===== src/adcsw_pkg.sv =====
`default_nettype none
package adcsw_pkg;
    // ==========================================
    // register map, byte addresses
    localparam int unsigned ADDR_W = 8;
    localparam logic [7:0] STATUS_OFF = 8'h00;
    localparam logic [7:0] CFG_OFF = 8'h04;
    localparam logic [7:0] CLR_OFF = 8'h08;
    localparam logic [7:0] IRQ_STAT_OFF = 8'h0c;
    localparam logic [7:0] IRQ_MASK_OFF = 8'h10;
    // ==========================================
    // status word layout; the clear register shares it
    localparam int unsigned LOCK_BIT = 15;
    localparam int unsigned RESYNC_BIT = 14;
    localparam int unsigned REGMAP_BIT = 13;
    localparam int unsigned CRCERR_BIT = 12;
    localparam int unsigned CRCTYPE_BIT = 11;
    localparam int unsigned RSTFLAG_BIT = 10;
    localparam int unsigned WLEN_HI = 9;
    localparam int unsigned WLEN_LO = 8;
    localparam int unsigned RSV_HI = 7;
    localparam int unsigned RSV_LO = 4;
    localparam int unsigned NUM_CH = 4;
    localparam logic [3:0] RSV_VAL = 4'h0;
    // ==========================================
    // configuration register
    localparam int unsigned CFG_CRC_TYPE_BIT = 0;
    localparam int unsigned CFG_WLEN_LO = 1;
    localparam int unsigned CFG_WLEN_HI = 2;
    localparam logic CRC_TYPE_RST = 1'h0;
    localparam logic [1:0] WLEN_RST = 2'h1;
    localparam logic RSTFLAG_RST = 1'h1;
    // ==========================================
    // interrupt bits
    localparam int unsigned IRQ_RESYNC = 0;
    localparam int unsigned IRQ_REGMAP = 1;
    localparam int unsigned IRQ_CRCERR = 2;
    localparam int unsigned IRQ_DATA_LO = 3;
    localparam int unsigned IRQ_W = 7;
    // ==========================================
    // bus responses
    localparam logic [1:0] RESP_OKAY = 2'h0;
    localparam logic [1:0] RESP_SLVERR = 2'h2;
endpackage
`default_nettype wire


===== src/adcsw_sticky.sv =====
`timescale 1ns/1ps
`default_nettype none
// sticky flag: a set in the same cycle as a clear wins
module adcsw_sticky #(
    parameter logic RST_VAL = 1'h0
) (
    input wire logic clk,
    input wire logic rst,
    input wire logic set,
    input wire logic clr,
    output logic flag
);
    always_ff @(posedge clk) begin
        if (rst) begin
            flag <= RST_VAL;
        end else if (set) begin
            flag <= 1'h1;
        end else if (clr) begin
            flag <= 1'h0;
        end
    end
endmodule
`default_nettype wire


===== src/adcsw_axil_slave.sv =====
`timescale 1ns/1ps
`default_nettype none
module adcsw_axil_slave (
    input wire logic clk,
    input wire logic rst,
    input wire logic [7:0] s_axi_awaddr,
    input wire logic s_axi_awvalid,
    output logic s_axi_awready,
    input wire logic [31:0] s_axi_wdata,
    input wire logic [3:0] s_axi_wstrb,
    input wire logic s_axi_wvalid,
    output logic s_axi_wready,
    output logic [1:0] s_axi_bresp,
    output logic s_axi_bvalid,
    input wire logic s_axi_bready,
    input wire logic [7:0] s_axi_araddr,
    input wire logic s_axi_arvalid,
    output logic s_axi_arready,
    output logic [31:0] s_axi_rdata,
    output logic [1:0] s_axi_rresp,
    output logic s_axi_rvalid,
    input wire logic s_axi_rready,
    output logic wr_en,
    output logic [7:0] wr_addr,
    output logic [31:0] wr_data,
    output logic [3:0] wr_strb,
    input wire logic wr_ok,
    output logic rd_en,
    output logic [7:0] rd_addr,
    input wire logic [31:0] rd_data,
    input wire logic rd_ok
);
    logic aw_held_ff;
    logic w_held_ff;

    // ==========================================
    // write path: address and data held until both are in
    assign s_axi_awready = !aw_held_ff && !s_axi_bvalid;
    assign s_axi_wready = !w_held_ff && !s_axi_bvalid;
    assign wr_en = aw_held_ff && w_held_ff && !s_axi_bvalid;

    always_ff @(posedge clk) begin
        if (rst) begin
            aw_held_ff <= 1'h0;
            wr_addr <= 8'h00;
        end else if (s_axi_awvalid && s_axi_awready) begin
            aw_held_ff <= 1'h1;
            wr_addr <= s_axi_awaddr;
        end else if (wr_en) begin
            aw_held_ff <= 1'h0;
        end
    end

    always_ff @(posedge clk) begin
        if (rst) begin
            w_held_ff <= 1'h0;
            wr_data <= 32'h0000_0000;
            wr_strb <= 4'h0;
        end else if (s_axi_wvalid && s_axi_wready) begin
            w_held_ff <= 1'h1;
            wr_data <= s_axi_wdata;
            wr_strb <= s_axi_wstrb;
        end else if (wr_en) begin
            w_held_ff <= 1'h0;
        end
    end

    always_ff @(posedge clk) begin
        if (rst) begin
            s_axi_bvalid <= 1'h0;
            s_axi_bresp <= adcsw_pkg::RESP_OKAY;
        end else if (wr_en) begin
            s_axi_bvalid <= 1'h1;
            s_axi_bresp <= wr_ok ? adcsw_pkg::RESP_OKAY : adcsw_pkg::RESP_SLVERR;
        end else if (s_axi_bready) begin
            s_axi_bvalid <= 1'h0;
        end
    end

    // ==========================================
    // read path: one cycle from address to data
    assign s_axi_arready = !s_axi_rvalid;
    assign rd_en = s_axi_arvalid && s_axi_arready;
    assign rd_addr = s_axi_araddr;

    always_ff @(posedge clk) begin
        if (rst) begin
            s_axi_rvalid <= 1'h0;
            s_axi_rdata <= 32'h0000_0000;
            s_axi_rresp <= adcsw_pkg::RESP_OKAY;
        end else if (rd_en) begin
            s_axi_rvalid <= 1'h1;
            s_axi_rdata <= rd_data;
            s_axi_rresp <= rd_ok ? adcsw_pkg::RESP_OKAY : adcsw_pkg::RESP_SLVERR;
        end else if (s_axi_rready) begin
            s_axi_rvalid <= 1'h0;
        end
    end
endmodule
`default_nettype wire


===== src/adcsw_status.sv =====
`timescale 1ns/1ps
`default_nettype none
// Overview of operation
// bit 14 shows resync occurred, default 0
// bit 13 flags register map crc change
// bit 12 flags input frame crc error
// bit 11 shows crc type, 0 ccitt
// bit 10 reset flag, 1 after reset
// bits 9:8 word length code, default 01
// bits 7:4 always read zero
// bit 3 channel 3 new data
// bit 2 channel 2 new data
// resync flag set on every resync
// bit 15 shows interface lock state
// writes to status word change nothing
module adcsw_status (
    input wire logic clk,
    input wire logic rst,
    input wire logic [7:0] s_axi_awaddr,
    input wire logic s_axi_awvalid,
    output logic s_axi_awready,
    input wire logic [31:0] s_axi_wdata,
    input wire logic [3:0] s_axi_wstrb,
    input wire logic s_axi_wvalid,
    output logic s_axi_wready,
    output logic [1:0] s_axi_bresp,
    output logic s_axi_bvalid,
    input wire logic s_axi_bready,
    input wire logic [7:0] s_axi_araddr,
    input wire logic s_axi_arvalid,
    output logic s_axi_arready,
    output logic [31:0] s_axi_rdata,
    output logic [1:0] s_axi_rresp,
    output logic s_axi_rvalid,
    input wire logic s_axi_rready,
    input wire logic lock_state,
    input wire logic resync_event,
    input wire logic regmap_crc_change,
    input wire logic input_crc_error,
    input wire logic [3:0] conv_done,
    input wire logic [3:0] result_read,
    output logic crc_type_sel,
    output logic [1:0] word_length_code,
    output logic [15:0] status_word,
    output logic irq
);
    logic wr_en;
    logic [7:0] wr_addr;
    logic [31:0] wr_data;
    logic [3:0] wr_strb;
    logic wr_ok;
    logic rd_en;
    logic [7:0] rd_addr;
    logic [31:0] rd_data;
    logic rd_ok;
    logic resync_flag;
    logic regmap_flag;
    logic crc_err_flag;
    logic reset_flag;
    logic [3:0] new_data;
    logic ch3_new_data;
    logic ch2_new_data;
    logic wr_cfg;
    logic wr_clr;
    logic wr_istat;
    logic wr_imask;
    logic wr_status;
    logic [15:0] clr_bits;
    logic [adcsw_pkg::IRQ_W-1:0] irq_events;
    logic [adcsw_pkg::IRQ_W-1:0] irq_stat_ff;
    logic [adcsw_pkg::IRQ_W-1:0] irq_mask_ff;
    logic [adcsw_pkg::IRQ_W-1:0] irq_w1c;
    logic crc_type_ff;
    logic [1:0] wlen_ff;
    logic irq_ff;

    // ==========================================
    // bus slave
    adcsw_axil_slave u_bus (
        .clk(clk),
        .rst(rst),
        .s_axi_awaddr(s_axi_awaddr),
        .s_axi_awvalid(s_axi_awvalid),
        .s_axi_awready(s_axi_awready),
        .s_axi_wdata(s_axi_wdata),
        .s_axi_wstrb(s_axi_wstrb),
        .s_axi_wvalid(s_axi_wvalid),
        .s_axi_wready(s_axi_wready),
        .s_axi_bresp(s_axi_bresp),
        .s_axi_bvalid(s_axi_bvalid),
        .s_axi_bready(s_axi_bready),
        .s_axi_araddr(s_axi_araddr),
        .s_axi_arvalid(s_axi_arvalid),
        .s_axi_arready(s_axi_arready),
        .s_axi_rdata(s_axi_rdata),
        .s_axi_rresp(s_axi_rresp),
        .s_axi_rvalid(s_axi_rvalid),
        .s_axi_rready(s_axi_rready),
        .wr_en(wr_en),
        .wr_addr(wr_addr),
        .wr_data(wr_data),
        .wr_strb(wr_strb),
        .wr_ok(wr_ok),
        .rd_en(rd_en),
        .rd_addr(rd_addr),
        .rd_data(rd_data),
        .rd_ok(rd_ok)
    );

    // ==========================================
    // write decode
    assign wr_status = wr_en && (wr_addr == adcsw_pkg::STATUS_OFF);
    assign wr_cfg = wr_en && (wr_addr == adcsw_pkg::CFG_OFF);
    assign wr_clr = wr_en && (wr_addr == adcsw_pkg::CLR_OFF);
    assign wr_istat = wr_en && (wr_addr == adcsw_pkg::IRQ_STAT_OFF);
    assign wr_imask = wr_en && (wr_addr == adcsw_pkg::IRQ_MASK_OFF);
    // the status word is mapped but read-only: its write is answered okay
    // and dropped, so a stray write never looks like a bus fault
    assign wr_ok = wr_status || wr_cfg || wr_clr || wr_istat || wr_imask;

    // flag clears ride on byte lane 1 only, where those flags live
    assign clr_bits = (wr_clr && wr_strb[1]) ? wr_data[15:0] : 16'h0000;

    // ==========================================
    // configuration: steers the frame crc and word format logic
    always_ff @(posedge clk) begin
        if (rst) begin
            crc_type_ff <= adcsw_pkg::CRC_TYPE_RST;
            wlen_ff <= adcsw_pkg::WLEN_RST;
        end else if (wr_cfg && wr_strb[0]) begin
            crc_type_ff <= wr_data[adcsw_pkg::CFG_CRC_TYPE_BIT];
            wlen_ff <= wr_data[adcsw_pkg::CFG_WLEN_HI:adcsw_pkg::CFG_WLEN_LO];
        end
    end

    assign crc_type_sel = crc_type_ff;
    assign word_length_code = wlen_ff;

    // ==========================================
    // sticky status flags
    adcsw_sticky #(.RST_VAL(1'h0)) u_resync (
        .clk(clk),
        .rst(rst),
        .set(resync_event),
        .clr(clr_bits[adcsw_pkg::RESYNC_BIT]),
        .flag(resync_flag)
    );

    adcsw_sticky #(.RST_VAL(1'h0)) u_regmap (
        .clk(clk),
        .rst(rst),
        .set(regmap_crc_change),
        .clr(clr_bits[adcsw_pkg::REGMAP_BIT]),
        .flag(regmap_flag)
    );

    adcsw_sticky #(.RST_VAL(1'h0)) u_crcerr (
        .clk(clk),
        .rst(rst),
        .set(input_crc_error),
        .clr(clr_bits[adcsw_pkg::CRCERR_BIT]),
        .flag(crc_err_flag)
    );

    // only a reset sets this flag; software clears it to spot the next one
    adcsw_sticky #(.RST_VAL(adcsw_pkg::RSTFLAG_RST)) u_rstflag (
        .clk(clk),
        .rst(rst),
        .set(1'h0),
        .clr(clr_bits[adcsw_pkg::RSTFLAG_BIT]),
        .flag(reset_flag)
    );

    // new result flags drop when the result is read out
    for (genvar ch = 0; ch < adcsw_pkg::NUM_CH; ch++) begin : g_newdata
        adcsw_sticky #(.RST_VAL(1'h0)) u_nd (
            .clk(clk),
            .rst(rst),
            .set(conv_done[ch]),
            .clr(result_read[ch]),
            .flag(new_data[ch])
        );
    end

    assign ch3_new_data = new_data[3];
    assign ch2_new_data = new_data[2];

    // ==========================================
    // status word assembly
    always_comb begin
        status_word = 16'h0000;
        status_word[adcsw_pkg::LOCK_BIT] = lock_state;
        status_word[adcsw_pkg::RESYNC_BIT] = resync_flag;
        status_word[adcsw_pkg::REGMAP_BIT] = regmap_flag;
        status_word[adcsw_pkg::CRCERR_BIT] = crc_err_flag;
        status_word[adcsw_pkg::CRCTYPE_BIT] = crc_type_ff;
        status_word[adcsw_pkg::RSTFLAG_BIT] = reset_flag;
        status_word[adcsw_pkg::WLEN_HI:adcsw_pkg::WLEN_LO] = wlen_ff;
        status_word[adcsw_pkg::RSV_HI:adcsw_pkg::RSV_LO] = adcsw_pkg::RSV_VAL;
        status_word[3] = ch3_new_data;
        status_word[2] = ch2_new_data;
        status_word[1:0] = new_data[1:0];
    end

    // ==========================================
    // interrupts
    assign irq_events = {conv_done, input_crc_error, regmap_crc_change, resync_event};
    assign irq_w1c = (wr_istat && wr_strb[0]) ? wr_data[adcsw_pkg::IRQ_W-1:0]
        : {adcsw_pkg::IRQ_W{1'h0}};

    // an event in the clearing cycle survives the write-one-to-clear
    always_ff @(posedge clk) begin
        if (rst) begin
            irq_stat_ff <= {adcsw_pkg::IRQ_W{1'h0}};
        end else begin
            irq_stat_ff <= (irq_stat_ff & ~irq_w1c) | irq_events;
        end
    end

    always_ff @(posedge clk) begin
        if (rst) begin
            irq_mask_ff <= {adcsw_pkg::IRQ_W{1'h0}};
        end else if (wr_imask && wr_strb[0]) begin
            irq_mask_ff <= wr_data[adcsw_pkg::IRQ_W-1:0];
        end
    end

    always_ff @(posedge clk) begin
        if (rst) begin
            irq_ff <= 1'h0;
        end else begin
            irq_ff <= |(irq_stat_ff & irq_mask_ff);
        end
    end

    assign irq = irq_ff;

    // ==========================================
    // read mux; the clear register reads zero
    always_comb begin
        rd_data = 32'h0000_0000;
        rd_ok = 1'h1;
        case (rd_addr)
            adcsw_pkg::STATUS_OFF: begin
                rd_data[15:0] = status_word;
            end
            adcsw_pkg::CFG_OFF: begin
                rd_data[adcsw_pkg::CFG_CRC_TYPE_BIT] = crc_type_ff;
                rd_data[adcsw_pkg::CFG_WLEN_HI:adcsw_pkg::CFG_WLEN_LO] = wlen_ff;
            end
            adcsw_pkg::CLR_OFF: begin
                rd_data = 32'h0000_0000;
            end
            adcsw_pkg::IRQ_STAT_OFF: begin
                rd_data[adcsw_pkg::IRQ_W-1:0] = irq_stat_ff;
            end
            adcsw_pkg::IRQ_MASK_OFF: begin
                rd_data[adcsw_pkg::IRQ_W-1:0] = irq_mask_ff;
            end
            default: begin
                rd_ok = 1'h0;
            end
        endcase
    end

    // ==========================================
    // assertions
    a_resync_set: assert property (@(posedge clk) disable iff (rst)
        resync_event |=> status_word[adcsw_pkg::RESYNC_BIT])
        else $error("resync event not shown on status word");

    a_resync_hold: assert property (@(posedge clk) disable iff (rst)
        status_word[adcsw_pkg::RESYNC_BIT] && !clr_bits[adcsw_pkg::RESYNC_BIT]
        |=> status_word[adcsw_pkg::RESYNC_BIT])
        else $error("resync flag dropped without a clear");

    a_regmap_set: assert property (@(posedge clk) disable iff (rst)
        regmap_crc_change |=> status_word[adcsw_pkg::REGMAP_BIT])
        else $error("register map crc change not flagged");

    a_crcerr_set: assert property (@(posedge clk) disable iff (rst)
        input_crc_error ##1 !input_crc_error[*2]
        |-> status_word[adcsw_pkg::CRCERR_BIT] || $past(clr_bits[adcsw_pkg::CRCERR_BIT]))
        else $error("input crc error flag lost");

    a_crc_type_cfg: assert property (@(posedge clk) disable iff (rst)
        wr_cfg && wr_strb[0]
        |=> status_word[adcsw_pkg::CRCTYPE_BIT] == $past(wr_data[0]))
        else $error("crc type bit does not follow configuration");

    a_reset_defaults: assert property (@(posedge clk)
        rst |=> status_word[adcsw_pkg::RSTFLAG_BIT]
            && status_word[adcsw_pkg::RESYNC_BIT:adcsw_pkg::CRCTYPE_BIT] == 4'h0)
        else $error("status word defaults wrong after reset");

    a_wlen_default: assert property (@(posedge clk)
        rst |=> status_word[adcsw_pkg::WLEN_HI:adcsw_pkg::WLEN_LO] == 2'h1)
        else $error("word length code not 01 after reset");

    a_reserved_zero: assert property (@(posedge clk) disable iff (rst)
        status_word[adcsw_pkg::RSV_HI:adcsw_pkg::RSV_LO] == 4'h0)
        else $error("reserved status bits not zero");

    a_ch3_flag: assert property (@(posedge clk) disable iff (rst)
        (conv_done[3] |=> status_word[3])
        and (result_read[3] && !conv_done[3] |=> !status_word[3]))
        else $error("channel 3 new data flag wrong");

    a_ch2_clear: assert property (@(posedge clk) disable iff (rst)
        result_read[2] && !conv_done[2] |=> !status_word[2])
        else $error("channel 2 new data flag not cleared");

    a_lock_shown: assert property (@(posedge clk) disable iff (rst)
        status_word[adcsw_pkg::LOCK_BIT] == lock_state)
        else $error("lock bit does not follow lock state");

    a_ro_write: assert property (@(posedge clk) disable iff (rst)
        wr_status |=> $stable(status_word[adcsw_pkg::CRCTYPE_BIT:adcsw_pkg::WLEN_LO])
            && s_axi_bresp == adcsw_pkg::RESP_OKAY)
        else $error("write to status word changed it");

    a_irq_level: assert property (@(posedge clk) disable iff (rst)
        |(irq_stat_ff & irq_mask_ff) |=> irq)
        else $error("interrupt not raised for unmasked event");

    c_resync_clear: cover property (@(posedge clk) disable iff (rst)
        resync_flag ##[1:20] !resync_flag);

    c_reset_clear: cover property (@(posedge clk) disable iff (rst)
        wr_clr ##1 !reset_flag);

    c_irq_seen: cover property (@(posedge clk) disable iff (rst)
        irq ##[1:20] !irq);

    c_status_write: cover property (@(posedge clk) disable iff (rst)
        wr_status);
endmodule
`default_nettype wire


===== config.mk =====
export PLATFORM = sky130hd
export DESIGN_NAME = adcsw_status
export DESIGN_NICKNAME = d
export VERILOG_FILES = /design/src/adcsw_pkg.sv /design/src/adcsw_sticky.sv /design/src/adcsw_axil_slave.sv /design/src/adcsw_status.sv
export SDC_FILE = /design/constraint.sdc
export NUM_CORES = 1
export LEC_CHECK = 0
export CAP_MARGIN = 30
export CORE_ASPECT_RATIO = 1.1
export CORE_MARGIN = 2
export CORE_UTILIZATION = 50
export DETAILED_ROUTE_END_ITERATION = 8
export DONT_BUFFER_PORTS = 1
export MAX_ROUTING_LAYER = met4
export PLACE_DENSITY = 0.64
export SYNTH_ARGS = -nofsm -noshare
export SYNTH_HDL_FRONTEND = slang
export SYNTH_SLANG_ARGS = --single-unit

===== constraint.sdc =====
create_clock -name clk -period 4.7 [get_ports clk]
set_input_delay 0.47 -clock clk [delete_from_list [all_inputs] [get_ports clk]]
set_output_delay 0.47 -clock clk [all_outputs]
set_load 0.005 [all_outputs]

==> qor.yml, run 1 <==
outcome: "complete, no violations"
grt-ovfl-total: 0
reg2reg_depth: 4
yosysUniqueCellTypes: 39
core_mm2: 0.00570
gp_congestion: 0.781
cts_buffer_depth: 2
hold_class: "primary input to flip-flop"
pre_cts_ws_ps: 2730
synth_top_family_by_area: "simple AND/OR/NAND/NOR gates"
reg2reg_from: "u_bus.wr_addr[4]$_SDFFE_PP0P_"
cts_htree_levels: 3
rsz0062_at_grt: "false"
slowest_stage: "or4bb_1"
dr_total_vias: 2134
period_share_pct: 40.6
ir_drop_v: 0.000261
slowest_delay_ps: 540
dpl.hpwl_mm: 4.28
tightest_slew_ps: 952
cts.sinks: 68
synthFlopType: "dfxtp_1"
post_cts_buffers: 0
routed_wl_mm: 6.05
dieHeight_um: 83.8
hold_buffers: 0
initialDrtViolationCount: 95
r2r-end: "irq_mask_ff[2]$_SDFFE_PP0P_"
num_rows: 29
synth_fa_ha_area_share_pct: 0
ant_nets: 0
crit_arrival_ps: 2150
die_x_um: 76.6
endpoint: "irq_mask_ff[2]$_SDFFE_PP0P_"
synth_area_per_cell_um2: 8.73
n_fill_cell: 548
crit_path_end_kind: "flip-flop"
grt.total_usage_pct: 19.9
fmax_mhz: 524
crit_required_ps: 4940
finish.net_count: 387
setup_viol_count_final: 0
yosys-top-cells-area: "dfxtp_1 47%, buf_4 9.1%, nand2_1 6.9%"
portBuffers: 0
synth_xor_area_share_pct: 0
crit_path_cell_trace: "or4bb_1 -> nor4_4 -> mux2i_1 -> nor2_1"
dieArea_mm2: 0.00642
max_cap_viol_count: 0
ys_warn_count: 0
synth_top_area_share_pct: 47.0
p_per_area_mw_per_mm2: 412
via_per_inst: 5.36
area_delta_synth_final_pct: 3.02
drc: 0
drive_gt1_share_pct: 6.23
cp_top_family: "simple AND/OR/NAND/NOR gates"
final_util_pct: 52.4
antennaDiodeCount: 0
cts-buffers-inserted: 9
cp_num_cells: 4
yosys.area_share.simple_pct: 20.3
fin_crit_ps: 1910
synth_cells: 332
async_flop_share_pct: 0
setup_ws_ps: 2790
clk_pin_slew_ps: 80
crit_path_start: "u_bus.wr_addr[4]$_SDFFE_PP0P_"
slew_headroom_pct: 36.3
report.final.slew_viol_count: 0
worstPathMaxFanout: 7
dr.pass1.iters: 4
yosysTopAreaCell: "dfxtp_1"
crit_type: "flip-flop to flip-flop"
grt_antenna_before_repair: 0
grt_pass1_vias: 1957
clock_latency_ps: 350
synth_area_mm2: 0.00290
ios: 132
ys_ff_latch: 68
cts_tree: "built"
p_leak_nw: 1.15
fin_worst_skew_ps: 6.73
critPathLaunchType: "flip-flop"
cts_root_buffer: "clkbuf_8"
finalHoldViolations: 0
grt_max_degree: 58
initial_core_util_pct: 50.9
grt_pass1_wl_mm: 9.64
synth-compound-area-share_pct: 16.1
seq_area_frac_synth_pct: 47.0
crit_buf_inv: 0
rrSetupSlack_ps: 2790
finalSetupTns_ps: 0
multi_input_area_mm2: 0.00126
regArea_mm2: 0.00136
synth_mux_area_share_pct: 4.15
synth_edf_count: 0
wl_per_cell_um: 15.2
cts-resized-gates: 0
per-stage QoR:
stage	cell area [um2]	cells	hold slack, ps	total power [W]
finish	2990	398	197	0.00123
global route	2990	398	182	0.00128
detailed placement	2760	382	444	0.000708
CTS	2990	398	178	0.00124
floorplan	2980	354	415	0.000717
global placement	2760	382	440	0.000705
flip-flops by register name, summed over array words and instances, names as in the netlist, 2 cells and up:
signal and cells:
u_bus.wr_strb 2, irq_mask_ff 7, irq_stat_ff 7, u_bus.wr_data 11, u_bus.wr_addr 8, u_bus.s_axi_rdata 15, word_length_code 2, g_newdata.u_nd.flag 4
synth_stat cells (3+ instances only):
library cell,instances
a32oi_1,3
nand4_1,3
a22o_1,8
dfxtp_1,68
inv_1,11
nor4b_1,4
a221oi_1,3
nand2b_1,5
buf_4,35
nor2_1,32
mux2i_1,12
clkbuf_1,14
a21oi_1,30
and3_1,3
nand2_1,53
a311oi_1,10
a31oi_1,3
o21ai_0,7
cell type report:
cell class	count	share of cell area, %
clock inverters	7	3.35
well taps	77	3.23
multi-input cells	226	42.3
inverters	11	1.38
flip-flops and latches	68	45.6
clock buffers	9	4.15
cells by family after synthesis:
| logic type | count (synthesis) |
|---|---|
| simple gates | 120 |
| mux | 12 |
| other cells | 1 |
| flops | 68 |
| buf+inv | 60 |
| compound gates | 71 |
cell usage in the layout, fill, tap and decap left out, types with 4 or more instances in the layout:
cell and count:
nand2b_1 5, a21oi_1 30, nand2_1 53, a22o_1 8
inv_1 11, mux2i_1 12, a311oi_1 10, nor2_1 32
o21ai_0 7, conb_1 23, dfxtp_1 68, clkbuf_8 9
nor4b_1 4
report_power, final:
| group | switching (W) | leakage, nW | internal, W |
|---|---|---|---|
| logic | 0.0000424 | 0.479 | 0.0000270 |
| clock network | 0.000233 | 0.114 | 0.000302 |
| registers | 0.0000243 | 0.557 | 0.000601 |
| total | 0.000300 | 1.15 | 0.000930 |
how the worst min path moves through the flow:
stage                                                   to  slack [ps]  depth (start not counted)                      startpoint
final                     word_length_code[1]$_SDFFE_PP0P_         200                          1                             rst
after global routing             irq_stat_ff[1]$_SDFF_PP0_         180                          1                             rst
after CTS                       u_regmap.flag$_SDFFE_PP0P_         180                          1                             rst
after detailed placement     u_bus.wr_strb[1]$_SDFFE_PP0P_         440                          2   u_bus.wr_strb[1]$_SDFFE_PP0P_
after global placement       u_bus.wr_strb[1]$_SDFFE_PP0P_         440                          2   u_bus.wr_strb[1]$_SDFFE_PP0P_
after floorplan                u_rstflag.flag$_SDFFE_PP1P_         410                          1  u_bus.wr_data[10]$_SDFFE_PP0P_
layer usage:
layer	up-vias	GRT usage [%]	share of wire (%)	routed length, um
met1	983	23.7	45	2690
met3	14	6.71	6.9	415
met4	0	10.1	2.2	133
met2	70	29.8	46	2810
met5	-	-	0	0
li1	1067	-	-	-
Power figures use the tool's default switching activity.
==> inputs of run 2 (changes only) <==
--- a/config.mk
+++ b/config.mk
@@ -12,7 +12,7 @@
 export DETAILED_ROUTE_END_ITERATION = 8
 export DONT_BUFFER_PORTS = 1
 export MAX_ROUTING_LAYER = met4
-export PLACE_DENSITY = 0.64
+export PLACE_DENSITY = 0.67
 export SYNTH_ARGS = -nofsm -noshare
 export SYNTH_HDL_FRONTEND = slang
 export SYNTH_SLANG_ARGS = --single-unit
==> constraint.sdc (replaced) <==
create_clock -name clk -period 1.7 [get_ports clk]
set_input_delay 0.17 -clock clk [delete_from_list [all_inputs] [get_ports clk]]
set_output_delay 0.17 -clock clk [all_outputs]
set_load 0.005 [all_outputs]
==> run 2 against run 1 <==
Net effect: total power rose to 2.6 times the previous value; sequential power rose to 2.8 times the previous value; critical path depth rose by 1; core utilization increased by 7.1 points; clock power up 110%; global-route usage up 1.1 points; via count up 9.1%; combinational power increased to 4.5 times the previous value; fmax up 17%; count of clock-buffer cells in the layout grew 2; register-to-register slack worse by 2700 ps; critical path type unchanged.
==> qor.yml, run 2 (synthesis gave the netlist of run 1 again) <==
outcome: "complete, no violations"  # unchanged
dpl.hpwl_mm: 4.38  # was 4.28 mm
num_rows: 29  # unchanged
grt_max_degree: 53  # was 58
post_cts_buffers: 0  # unchanged
grt_pass1_wl_mm: 10.5  # was 9.64 mm
drive_gt1_share_pct: 9.02  # was 6.23%
grt-ovfl-total: 0  # unchanged
largestRegisters: "u_bus.s_axi_rdata x15, u_bus.wr_data x11, u_bus.wr_addr x8"  # unchanged
ant_nets: 0  # unchanged
fin_worst_skew_ps: 9.49  # was 6.73 ps
dieHeight_um: 83.8  # unchanged
report.final.slew_viol_count: 0  # unchanged
power.share.clock_pct: 35.2  # was 43.5%
portBuffers: 0  # unchanged
die_x_um: 76.6  # unchanged
crit_required_ps: 1920  # was 4940 ps
ios: 132  # unchanged
power.net_switching_w: 0.000781  # was 0.000300 W
fin_crit_ps: 1620  # was 1910 ps
clk_pin_slew_ps: 60  # was 80 ps
dpl-instance-area_mm2: 0.00284  # was 0.00276 mm2
swShare_pct: 24.9  # was 24.4%
mostFrequentLayoutCell: "dfxtp_1"  # unchanged
power_frac_seq_pct: 55.0  # was 50.8%
hold_depth: 2  # was 1
dp.cells: 393  # was 382
critPathLaunchType: "flip-flop"  # unchanged
core_mm2: 0.00570  # unchanged
reg2reg_from: "u_bus.wr_addr[2]$_SDFFE_PP0P_"  # was u_bus.wr_addr[4]$_SDFFE_PP0P_
tightest_slew_ps: 883  # was 952 ps
stdcell_count: 443  # was 398
ir_drop_v: 0.000444  # was 0.000261 V
power_w: 0.00314  # was 0.00123 W
finish.net_count: 434  # was 387
initial_core_util_pct: 50.9  # unchanged
p_int_w: 0.00236  # was 0.000930 W
dieArea_mm2: 0.00642  # unchanged
cts_root_buffer: "clkbuf_8"  # unchanged
drc: 0  # unchanged
largest_reg_flops: 15  # unchanged
cts_tree: "built"  # unchanged
worstPathMaxFanout: 7  # unchanged
min_to: "irq_stat_ff[5]$_SDFF_PP0_"  # was word_length_code[1]$_SDFFE_PP0P_
pre_cts_ws_ps: 34.2  # was 2730 ps
antennaDiodeCount: 0  # unchanged
dr.pass1.iters: 4  # unchanged
final_cell_area_mm2: 0.00339  # was 0.00299 mm2
routed_wl_mm: 6.39  # was 6.05 mm
p_leak_nw: 1.34  # was 1.15 nW
setup_ws_ps: 75.5  # was 2790 ps
grt_pass1_vias: 2227  # was 1957
reg2reg_depth: 5  # was 4
p_per_area_mw_per_mm2: 927  # was 412 mW/mm2
period_share_pct: 95.6  # was 40.6%
setup_viol_count_final: 0  # unchanged
cts-buffers-inserted: 9  # unchanged
largest-register: "u_bus.s_axi_rdata"  # unchanged
clock_latency_ps: 340  # was 350 ps
r2r-end: "irq_mask_ff[2]$_SDFFE_PP0P_"  # unchanged
final_util_pct: 59.5  # was 52.4%
rsz0062_at_grt: "true"  # was false
area_delta_synth_final_pct: 16.9  # was 3.02%
rrSetupSlack_ps: 80  # was 2790 ps
crit_path_end_kind: "flip-flop"  # unchanged
hp-start: "conv_done[2]"  # was rst
gp_congestion: 0.761  # was 0.781
wl_per_cell_um: 14.4  # was 15.2 um
cts_buffer_depth: 2  # unchanged
initialDrtViolationCount: 116  # was 95
max_cap_viol_count: 0  # unchanged
final_cell_mix: "66 x dfxtp_1, 53 x nand2_1, 35 x dlygate4sd3_1"  # was 68 x dfxtp_1, 53 x nand2_1, 32 x nor2_1
dr_total_vias: 2329  # was 2134
cts_htree_levels: 3  # unchanged
p_comb_share_pct: 9.9  # was 5.6%
crit_type: "flip-flop to flip-flop"  # unchanged
grt_antenna_before_repair: 0  # unchanged
finalHoldViolations: 0  # unchanged
grt.total_usage_pct: 21.0  # was 19.9%
via_per_inst: 5.26  # was 5.36
fmax_mhz: 616  # was 524 MHz
crit_arrival_ps: 1850  # was 2150 ps
slew_headroom_pct: 40.9  # was 36.3%
hold_class: "primary input to flip-flop"  # unchanged
cts.sinks: 68  # unchanged
run 2: power by group through the flow:
stage / clock [W] / sequential (W) / combinational, W
finish: 0.00110 / 0.00173 / 0.000310
global route: 0.00119 / 0.00173 / 0.000351
CTS: 0.00113 / 0.00172 / 0.000309
detailed placement: 0 / 0.00176 / 0.000215
global placement: 0 / 0.00176 / 0.000209
floorplan: 0 / 0.00174 / 0.000243
run 2: area by class of cell:
| type | instances | area, um2 |
|---|---|---|
| flip-flops and latches | 68 | 1360 |
| repair buffers | 47 | 457 |
| multi-input cells | 226 | 1270 |
| fillers | 511 | 2310 |
| clock buffers | 11 | 141 |
| inverters | 11 | 41.3 |
| clock inverters | 3 | 15.0 |
| well taps | 77 | 96.3 |
run 2: worst max-delay path by stage:
stage                                   from                          end  slack (ps)  cells after the start
2_1_floorplan  u_bus.wr_addr[6]$_SDFFE_PP0P_  irq_mask_ff[0]$_SDFFE_PP0P_         -30                      4
5_1_grt        u_bus.wr_addr[4]$_SDFFE_PP0P_  irq_mask_ff[2]$_SDFFE_PP0P_         -60                      5
6_report       u_bus.wr_addr[2]$_SDFFE_PP0P_  irq_mask_ff[2]$_SDFFE_PP0P_          80                      5
3_3_place_gp   u_bus.wr_addr[6]$_SDFFE_PP0P_  irq_mask_ff[2]$_SDFFE_PP0P_          40                      5
3_5_place_dp   u_bus.wr_addr[6]$_SDFFE_PP0P_  irq_mask_ff[2]$_SDFFE_PP0P_          30                      5
4_1_cts        u_bus.wr_addr[6]$_SDFFE_PP0P_  irq_mask_ff[2]$_SDFFE_PP0P_          10                      5
run 2: metrics by stage:
stage | TNS (ps) | hold WS [ps]
2_1_floorplan | -178 | 269
3_3_place_gp | 0 | 247
3_5_place_dp | 0 | 249
4_1_cts | 0 | 0.752
5_1_grt | -287 | 18.7
6_report | 0 | 12.5
run 2: worst max-delay path, stage by stage, from the launching register on:
cell and delay [ps]:
dfxtp_1 310, or4bb_4 550, nor4_4 230, buf_6 180
mux2i_1 200, nor2_1 50
run 2: repair_timing:
| action | in CTS | in global routing |
|---|---|---|
| setup endpoints to repair | 0 | 27 |
| gates resized for setup | 0 | 5 |
| hold buffers | 36 | 0 |
| hold endpoints to repair | 57 | 0 |
run 2: metal layers:
metal	share of wire, %	vias to the layer above	GRT usage, %	wire (um)
met3	6.4	9	5.19	411
met5	0	-	-	0
met2	48	84	33.8	3100
met4	1.7	0	9.26	110
met1	43	1079	25.0	2770
li1	-	1157	-	-
